$ cat config.mk
export PLATFORM = sky130hd
export DESIGN_NAME = orp_ctrl
export DESIGN_NICKNAME = d
export VERILOG_FILES = /design/src/orp_pkg.sv /design/src/orp_wr_if.sv /design/src/orp_ser_rx.sv /design/src/orp_ctrl.sv
export VERILOG_INCLUDE_DIRS = /design/src
export SDC_FILE = /design/constraint.sdc
export NUM_CORES = 1
export LEC_CHECK = 0
export BUFFER_PORTS_ARGS = -buffer_cell sky130_fd_sc_hd__buf_4
export CAP_MARGIN = 15
export CORE_MARGIN = 4
export CORE_UTILIZATION = 50
export DETAILED_ROUTE_END_ITERATION = 16
export GPL_ROUTABILITY_DRIVEN = 0
export GPL_TIMING_DRIVEN = 0
export PLACE_DENSITY = 0.82
export SLEW_MARGIN = 10
export SYNTH_ARGS = -nofsm -noshare
export SYNTH_HDL_FRONTEND = slang
export SYNTH_SLANG_ARGS = --single-unit
$ cat constraint.sdc
create_clock -name mclk_in -period 4.75 [get_ports mclk_in]
set_input_delay 0 -clock mclk_in [delete_from_list [all_inputs] [get_ports mclk_in]]
set_output_delay 0 -clock mclk_in [all_outputs]
set_load 0.005 [all_outputs]
$ cat src/orp_defs.svh
`ifndef ORP_DEFS_SVH
`define ORP_DEFS_SVH

// Register addresses
`define ORP_ADDR_RST 8'h00
`define ORP_ADDR_PDN 8'h0F
`define ORP_ADDR_LVDS 8'h11
`define ORP_ADDR_TERM 8'h12
`define ORP_ADDR_LFNS 8'h14
`define ORP_ADDR_INV 8'h24
`define ORP_ADDR_GAIN_A 8'h2A
`define ORP_ADDR_GAIN_B 8'h2B
`define ORP_ADDR_CLK 8'h42
`define ORP_ADDR_FMT 8'h46

// Field positions
`define ORP_BIT_RST 0
`define ORP_BIT_PARTIAL 8
`define ORP_BIT_FULL 9
`define ORP_BIT_PINSEL 10
`define ORP_BIT_DIFF 0
`define ORP_BIT_DCC 2
`define ORP_BIT_VCM 3
`define ORP_BIT_PHASE 5
`define ORP_BIT_BTC 2
`define ORP_BIT_MSB 3
`define ORP_BIT_SDR 4
`define ORP_BIT_FALL 13
`define ORP_BIT_TERM_EN 14
`define ORP_BIT_DRV_CLK 0
`define ORP_BIT_DRV_FRM 4
`define ORP_BIT_DRV_DAT 8

// Reset values and limits
`define ORP_RST_WORD 16'h0000
`define ORP_RST_BYTE 8'h00
`define ORP_RST_DRV 3'h0
`define ORP_GAIN_MAX 4'hC

// Serial frame and timing
`define ORP_FRAME_BITS 24
`define ORP_WAKE_NS 50000
`define ORP_CLK_MHZ 40
`define ORP_WAKE_CYC ((`ORP_WAKE_NS * `ORP_CLK_MHZ + 999) / 1000)
`endif

$ cat src/orp_pkg.sv
package orp_pkg;
   typedef enum logic [1:0] {ORP_AWAKE, ORP_PARTIAL, ORP_FULL} orp_pwr_t;
endpackage

$ cat src/orp_wr_if.sv
`timescale 1ns/100ps
`default_nettype none
interface orp_wr_if;
   logic wr;
   logic [7:0] addr;
   logic [15:0] data;
   modport src (output wr, output addr, output data);
   modport dst (input wr, input addr, input data);
endinterface
`default_nettype wire

$ cat src/orp_ser_rx.sv
`timescale 1ns/100ps
`default_nettype none
`include "orp_defs.svh"
module orp_ser_rx (
   input wire logic mclk_in,
   input wire logic reset_n_in,
   input wire logic ce_in,
   input wire logic sen_n_in,
   input wire logic sclk_in,
   input wire logic sdata_in,
   orp_wr_if.src wr_port
);
   import orp_pkg::*;

   typedef struct packed {
      logic [1:0] sen_s;
      logic [1:0] sclk_s;
      logic [1:0] sdat_s;
      logic sclk_d;
      logic sen_d;
      logic [23:0] shift;
      logic [4:0] cnt;
      logic wr;
      logic [7:0] addr;
      logic [15:0] data;
   } orp_rx_t;

   orp_rx_t st_reg, st_next;

   // -----------------------------------------
   // Frame capture
   // -----------------------------------------
   always_comb begin
      st_next = st_reg;
      st_next.wr = 1'b0;
      st_next.sen_s = {st_reg.sen_s[0], sen_n_in};
      st_next.sclk_s = {st_reg.sclk_s[0], sclk_in};
      st_next.sdat_s = {st_reg.sdat_s[0], sdata_in};
      st_next.sclk_d = st_reg.sclk_s[1];
      st_next.sen_d = st_reg.sen_s[1];
      if (st_reg.sen_s[1]) begin
         st_next.cnt = 5'h00;
      end else if (st_reg.sclk_s[1] && !st_reg.sclk_d) begin
         st_next.shift = {st_reg.shift[22:0], st_reg.sdat_s[1]};
         if (st_reg.cnt != 5'h1F) begin
            st_next.cnt = st_reg.cnt + 5'h01;
         end
      end
      // Frame ends on enable release with exactly a full word
      if (st_reg.sen_s[1] && !st_reg.sen_d && st_reg.cnt == 5'(`ORP_FRAME_BITS)) begin
         st_next.wr = 1'b1;
         st_next.addr = st_reg.shift[23:16];
         st_next.data = st_reg.shift[15:0];
      end
   end

   always_ff @(posedge mclk_in) begin
      if (!reset_n_in) begin
         st_reg <= '{sen_s: 2'h3, sen_d: 1'b1, default: '0};
      end else if (ce_in) begin
         st_reg <= st_next;
      end
   end

   assign wr_port.wr = st_reg.wr;
   assign wr_port.addr = st_reg.addr;
   assign wr_port.data = st_reg.data;
endmodule
`default_nettype wire

$ cat src/orp_ctrl.sv
`timescale 1ns/100ps
`default_nettype none
`include "orp_defs.svh"
module orp_ctrl #(
   parameter int WAKE_CYC = `ORP_WAKE_CYC
) (
   input wire logic mclk_in,
   input wire logic reset_n_in,
   input wire logic ce_in,
   input wire logic sen_n_in,
   input wire logic sclk_in,
   input wire logic sdata_in,
   input wire logic sleep_pin_in,
   output logic [7:0] channel_sleep_bits_out,
   output logic partial_sleep_bit_out,
   output logic full_sleep_bit_out,
   output logic sleep_pin_select_out,
   output orp_pkg::orp_pwr_t power_state_out,
   output logic [7:0] channel_off_out,
   output logic fast_wake_ok_out,
   output logic soft_reset_out,
   output logic diff_clk_out,
   output logic dcc_en_out,
   output logic vcm_ref_out,
   output logic [1:0] ddr_phase_out,
   output logic twos_complement_coding_out,
   output logic msb_first_out,
   output logic sdr_out,
   output logic sdr_fall_out,
   output logic [31:0] gain_out,
   output logic [7:0] input_swap_out,
   output logic [7:0] lfns_out,
   output logic [2:0] drv_clk_out,
   output logic [2:0] drv_frame_out,
   output logic [2:0] drv_data_out,
   output logic term_en_out,
   output logic [2:0] term_clk_out,
   output logic [2:0] term_frame_out,
   output logic [2:0] term_data_out
);
   import orp_pkg::*;

   initial begin
      if (WAKE_CYC < 1 || WAKE_CYC > 65535) begin
         $error("WAKE_CYC out of range");
      end
   end

   typedef struct packed {
      logic [1:0] pin_s;
      logic [7:0] ch_sleep;
      logic partial_bit;
      logic full_bit;
      logic pin_sel;
      orp_pwr_t pwr;
      logic [7:0] ch_off;
      logic [15:0] wake_cnt;
      logic fast_ok;
      logic srst;
      logic diff_clk;
      logic dcc;
      logic vcm;
      logic [1:0] phase;
      logic twos_complement_coding;
      logic msb;
      logic sdr;
      logic fall;
      logic [31:0] gain;
      logic [7:0] swap;
      logic [7:0] lfns;
      logic [2:0] drv_clk;
      logic [2:0] drv_frm;
      logic [2:0] drv_dat;
      logic term_en;
      logic [2:0] term_clk;
      logic [2:0] term_frm;
      logic [2:0] term_dat;
   } orp_st_t;

   localparam orp_st_t ST_RESET = '{
      pwr: ORP_AWAKE,
      drv_clk: `ORP_RST_DRV,
      drv_frm: `ORP_RST_DRV,
      drv_dat: `ORP_RST_DRV,
      default: '0
   };

   orp_st_t st_reg, st_next;
   orp_wr_if wbus ();

   // -----------------------------------------
   // Serial programming port
   // -----------------------------------------
   orp_ser_rx u_rx (
      .mclk_in(mclk_in),
      .reset_n_in(reset_n_in),
      .ce_in(ce_in),
      .sen_n_in(sen_n_in),
      .sclk_in(sclk_in),
      .sdata_in(sdata_in),
      .wr_port(wbus.src)
   );

   // Gain code limited to the 12dB top step
   function automatic logic [3:0] clamp_gain(input logic [3:0] g);
      clamp_gain = (g > `ORP_GAIN_MAX) ? `ORP_GAIN_MAX : g;
   endfunction

   logic [15:0] wd;
   logic pin_hi;
   logic go_full;
   logic go_part;
   assign wd = wbus.data;
   assign pin_hi = st_reg.pin_s[1];

   // -----------------------------------------
   // Next state
   // -----------------------------------------
   always_comb begin
      st_next = st_reg;
      st_next.srst = 1'b0;
      st_next.pin_s = {st_reg.pin_s[0], sleep_pin_in};
      if (wbus.wr) begin
         case (wbus.addr)
            `ORP_ADDR_RST: begin
               if (wd[`ORP_BIT_RST]) begin
                  st_next = ST_RESET;
                  st_next.pin_s = {st_reg.pin_s[0], sleep_pin_in};
                  st_next.srst = 1'b1;
               end
            end
            `ORP_ADDR_PDN: begin
               st_next.ch_sleep = wd[7:0];
               st_next.partial_bit = wd[`ORP_BIT_PARTIAL];
               st_next.full_bit = wd[`ORP_BIT_FULL];
               st_next.pin_sel = wd[`ORP_BIT_PINSEL];
            end
            `ORP_ADDR_LVDS: begin
               st_next.drv_clk = wd[`ORP_BIT_DRV_CLK +: 3];
               st_next.drv_frm = wd[`ORP_BIT_DRV_FRM +: 3];
               st_next.drv_dat = wd[`ORP_BIT_DRV_DAT +: 3];
            end
            `ORP_ADDR_TERM: begin
               st_next.term_en = wd[`ORP_BIT_TERM_EN];
               st_next.term_clk = wd[`ORP_BIT_DRV_CLK +: 3];
               st_next.term_frm = wd[`ORP_BIT_DRV_FRM +: 3];
               st_next.term_dat = wd[`ORP_BIT_DRV_DAT +: 3];
            end
            `ORP_ADDR_LFNS: begin
               st_next.lfns = wd[7:0];
            end
            `ORP_ADDR_INV: begin
               st_next.swap = wd[7:0];
            end
            `ORP_ADDR_GAIN_A: begin
               st_next.gain[3:0] = clamp_gain(wd[3:0]);
               st_next.gain[7:4] = clamp_gain(wd[7:4]);
               st_next.gain[11:8] = clamp_gain(wd[11:8]);
               st_next.gain[15:12] = clamp_gain(wd[15:12]);
            end
            `ORP_ADDR_GAIN_B: begin
               st_next.gain[19:16] = clamp_gain(wd[15:12]);
               st_next.gain[23:20] = clamp_gain(wd[11:8]);
               st_next.gain[27:24] = clamp_gain(wd[7:4]);
               st_next.gain[31:28] = clamp_gain(wd[3:0]);
            end
            `ORP_ADDR_CLK: begin
               st_next.diff_clk = wd[`ORP_BIT_DIFF];
               st_next.dcc = wd[`ORP_BIT_DCC];
               st_next.vcm = wd[`ORP_BIT_VCM];
               st_next.phase = wd[`ORP_BIT_PHASE +: 2];
            end
            `ORP_ADDR_FMT: begin
               st_next.twos_complement_coding = wd[`ORP_BIT_BTC];
               st_next.msb = wd[`ORP_BIT_MSB];
               st_next.sdr = wd[`ORP_BIT_SDR];
               st_next.fall = wd[`ORP_BIT_FALL];
            end
            default: begin
            end
         endcase
      end

      // -----------------------------------------
      // Global power state
      // -----------------------------------------
      go_full = st_reg.full_bit || (pin_hi && !st_reg.pin_sel);
      go_part = st_reg.partial_bit || (pin_hi && st_reg.pin_sel);
      case (st_reg.pwr)
         ORP_AWAKE: begin
            if (go_full) begin
               st_next.pwr = ORP_FULL;
            end else if (go_part) begin
               st_next.pwr = ORP_PARTIAL;
            end
         end
         ORP_PARTIAL: begin
            if (go_full) begin
               st_next.pwr = ORP_FULL;
            end else if (!go_part) begin
               st_next.pwr = ORP_AWAKE;
            end
         end
         ORP_FULL: begin
            if (!go_full) begin
               st_next.pwr = go_part ? ORP_PARTIAL : ORP_AWAKE;
            end
         end
         default: begin
            st_next.pwr = ORP_AWAKE;
         end
      endcase

      // Clock run time in partial power-down, for fast recovery
      if (st_reg.pwr == ORP_PARTIAL) begin
         if (st_reg.wake_cnt < 16'(WAKE_CYC)) begin
            st_next.wake_cnt = st_reg.wake_cnt + 16'h0001;
         end
      end else begin
         st_next.wake_cnt = 16'h0000;
      end
      st_next.fast_ok = (st_reg.pwr == ORP_PARTIAL) &&
                        (st_reg.wake_cnt >= 16'(WAKE_CYC));

      // Soft reset clears power status too; the pin acts again next cycle
      if (st_next.srst) begin
         st_next.pwr = ORP_AWAKE;
         st_next.wake_cnt = 16'h0000;
         st_next.fast_ok = 1'b0;
      end

      st_next.ch_off = (st_next.pwr == ORP_AWAKE) ? st_next.ch_sleep : 8'hFF;
   end

   // -----------------------------------------
   // State register
   // -----------------------------------------
   always_ff @(posedge mclk_in) begin
      if (!reset_n_in) begin
         st_reg <= ST_RESET;
      end else if (ce_in) begin
         st_reg <= st_next;
      end
   end

   // -----------------------------------------
   // Outputs
   // -----------------------------------------
   assign channel_sleep_bits_out = st_reg.ch_sleep;
   assign partial_sleep_bit_out = st_reg.partial_bit;
   assign full_sleep_bit_out = st_reg.full_bit;
   assign sleep_pin_select_out = st_reg.pin_sel;
   assign power_state_out = st_reg.pwr;
   assign channel_off_out = st_reg.ch_off;
   assign fast_wake_ok_out = st_reg.fast_ok;
   assign soft_reset_out = st_reg.srst;
   assign diff_clk_out = st_reg.diff_clk;
   assign dcc_en_out = st_reg.dcc;
   assign vcm_ref_out = st_reg.vcm;
   assign ddr_phase_out = st_reg.phase;
   assign twos_complement_coding_out = st_reg.twos_complement_coding;
   assign msb_first_out = st_reg.msb;
   assign sdr_out = st_reg.sdr;
   assign sdr_fall_out = st_reg.fall;
   assign gain_out = st_reg.gain;
   assign input_swap_out = st_reg.swap;
   assign lfns_out = st_reg.lfns;
   assign drv_clk_out = st_reg.drv_clk;
   assign drv_frame_out = st_reg.drv_frm;
   assign drv_data_out = st_reg.drv_dat;
   assign term_en_out = st_reg.term_en;
   assign term_clk_out = st_reg.term_clk;
   assign term_frame_out = st_reg.term_frm;
   assign term_data_out = st_reg.term_dat;
endmodule
`default_nettype wire

==> run summary <==
Data required time of the worst path: 5.11 ns
Fill cell count: 1329
Cell family with most CP delay: simple AND/OR/NAND/NOR gates
FF+latch count, synth: 179
Relative slew slack: 22.40%
Tightest Pin Transition: 1.146 ns
Worst-path cell chain: ha_1 -> and3_1 -> ha_1 -> nor3b_1 -> o21ai_1 -> or4b_2 -> a31oi_1
Clock Latency Late Sink: 0.44 ns
Final worst slack: 2.395 ns
Share of the synthesized area in the top cell type: 45.14%
Period utilization: 49.59%
Top Metal Used: met4
WL met2: 9534 um
First-pass GRT wire length: 32380 um
Area of the multi-input gates: 3417 sq um
Vias in the first global route: 6408
Routed length per placed instance: 15.89 um
Run status: completed
Total of max-cap violations: 0
EDFF count, synth: 0
# setup viols final: 0
Starting Density: 51.65%
Routed wl met3: 1301 um
Peak supply drop: 0.2712 mV
Worst path slowest cell: or4b_2
Worst-path clk slew: 0.06 ns
Syn nets: 929
Post-Syn Instances: 917
P per Cell Area: 310.4 nW/um^2
Register area: 3583 sq um
ANT nets after route: 0
Post-CTS sizing: 0
Die area: 17960 sq um
Yosys Warn Count: 0
# DRC: 0
Synth area leader: dfxtp_1
Layout cell share with drive strength beyond 1: 22.35%
CP peak stage delay: 0.67 ns
DRT iter0 DRCs: 667
Arr. time, crit path: 2.72 ns
Bufs on Longest Clock Path: 2
Hold Vio Cnt, Final: 0
Sw frac: 21.08%
NetSw: 627.1 uW
Core Util, Final: 62.37%
Post-synth ARST share: 0%
CTS buffer count: 17
Drt pass-1 iters: 5
Crit path buffers/inverters: 0
Final net count: 1057
Via Count: 6821
RSZ-0062 raised after global routing: no
Root Buffer Master: clkbuf_16
Critical path class: register to register
Final wirelength: 20140 um
Int Pwr: 2.348 mW
Die Span X: 134.0 um
Worst Hold Class: primary input to register
Area contributors post-synth: dfxtp_1 45%, buf_4 8.1%, nand2_1 5.3%
Clk sink count: 179
Pins Over Slew Limit: 0
Port Buffer Count: 105
Postcts setup bufs: 0
Post-synthesis sequential area ratio: 45.14%
Fin cells: 1267
Avg Synthesized Cell Area: 8.657 sq um
Row Count: 45
Commonest non-fill, non-tap cell in the layout: buf_4
Die H: 134.0 um
Ys flop type: dfxtp_1
CP endpoint kind: register
Hold buffers post-CTS: 4
Io pins: 106
Leakage power: 3.738 nW
WL met1: 8691 um
Max H-tree Level: 4
DP Worst Slack: 2.466 ns
F_max: 424.6 MHz
Most frequent cells in the layout: 191 x buf_4, 179 x dfxtp_1, 113 x nand2_1
Design Power: 2.975 mW
Largest net degree at the start of global routing: 17
P&R area growth vs syn: 20.76%
Initial antenna violation count: 0
Logic pwr share: 3.8%
Clock power frac: 45.1%
Setup TNS: 0 ns
CP Max Fanout: 5
Unique cell type count in the Yosys netlist: 48
Core ar.: 15370 sq um
Max Clock Skew: 0.007342 ns
Ant. Diodes: 0
Flop pwr share: 51.2%
Total track usage: 22.48%
Type of origin of the critical path: register
GR Overflow Total: 0
Worst path most repeated cell: ha_1
CTS tree: yes
DP Wirelength: 14390 um
Mapped Area: 7939 sq um
Placed Cells: 1233
Tmin final: 2.355 ns
Via density: 5.384
==> worst register-to-register path, cell delays in order (launching register included) <==
cell and delay [ns]:
dfxtp_1 0.35, ha_1 0.23, and3_1 0.19, ha_1 0.20, nor3b_1 0.27, o21ai_1 0.20, or4b_2 0.67, a31oi_1 0.17
==> routing by layer <==
metal  global-route usage, %  vias up
li1                        -     3335
met1                   28.80     3226
met2                   36.44      215
met3                   5.214       45
met4                   9.714        0
met5                       0        -
==> cell families after synthesis <==
group,after synthesis,share of synthesized area (%)
simple gates,352,23.29
compound gates,182,14.18
flops,179,45.14
buf+inv,161,11.82
mux,37,4.665
fa+ha+maj,5,0.7880
xor+xnor,1,0.1103
==> power groups by stage <==
stage / registers, mW / logic [mW] / clock network [mW]
after global placement: 1.56 / 0.106 / 0
after floorplan: 1.55 / 0.0696 / 0
final: 1.52 / 0.112 / 1.34
after detailed placement: 1.56 / 0.109 / 0
after global routing: 1.52 / 0.123 / 1.41
after CTS: 1.52 / 0.112 / 1.35
==> worst paths after layout <==
path / start / to / slack, ns / cells after the start
max: u_rx.st_reg[25] / u_rx.st_reg[27] / 2.39 / 7
min: ce_in / diff_clk_out / 0.05 / 4
max reg2reg: u_rx.st_reg[25] / u_rx.st_reg[27] / 2.39 / 7
min reg2reg: gain_out[16] / gain_out[16] / 0.47 / 2
==> metrics by stage <==
step	hold WS, ns	area [sq um]
floorplan	0.1284	7939
global placement	0.2318	8991
detailed placement	0.2413	8991
CTS	0.05051	9587
global route	0.06053	9587
finish	0.04950	9587
==> area by class of cell <==
| cell class | instances | area share [%] |
|---|---|---|
| inverters | 17 | 0.6656 |
| multi-input cells | 577 | 35.64 |
| repair buffers | 109 | 8.640 |
| well taps | 211 | 2.754 |
| plain buffers | 144 | 9.123 |
| flip-flops and latches | 179 | 37.38 |
| clock inverters | 5 | 0.5221 |
| clock buffers | 25 | 5.273 |
==> synthesized netlist by cell type, drive strengths merged, types with 5 or more instances <==
library cell  count
ha                5
nand2           113
nand4            17
nor4b             6
mux2i            37
or2              12
o21ai            27
nor3              5
a21oi            67
nor2             32
nor2b            38
dfxtp           179
buf             100
a21boi           42
inv              17
and3             32
nand3            73
clkbuf           44
o21a             25
a31oi             9
(Power assumes the default switching activity.)
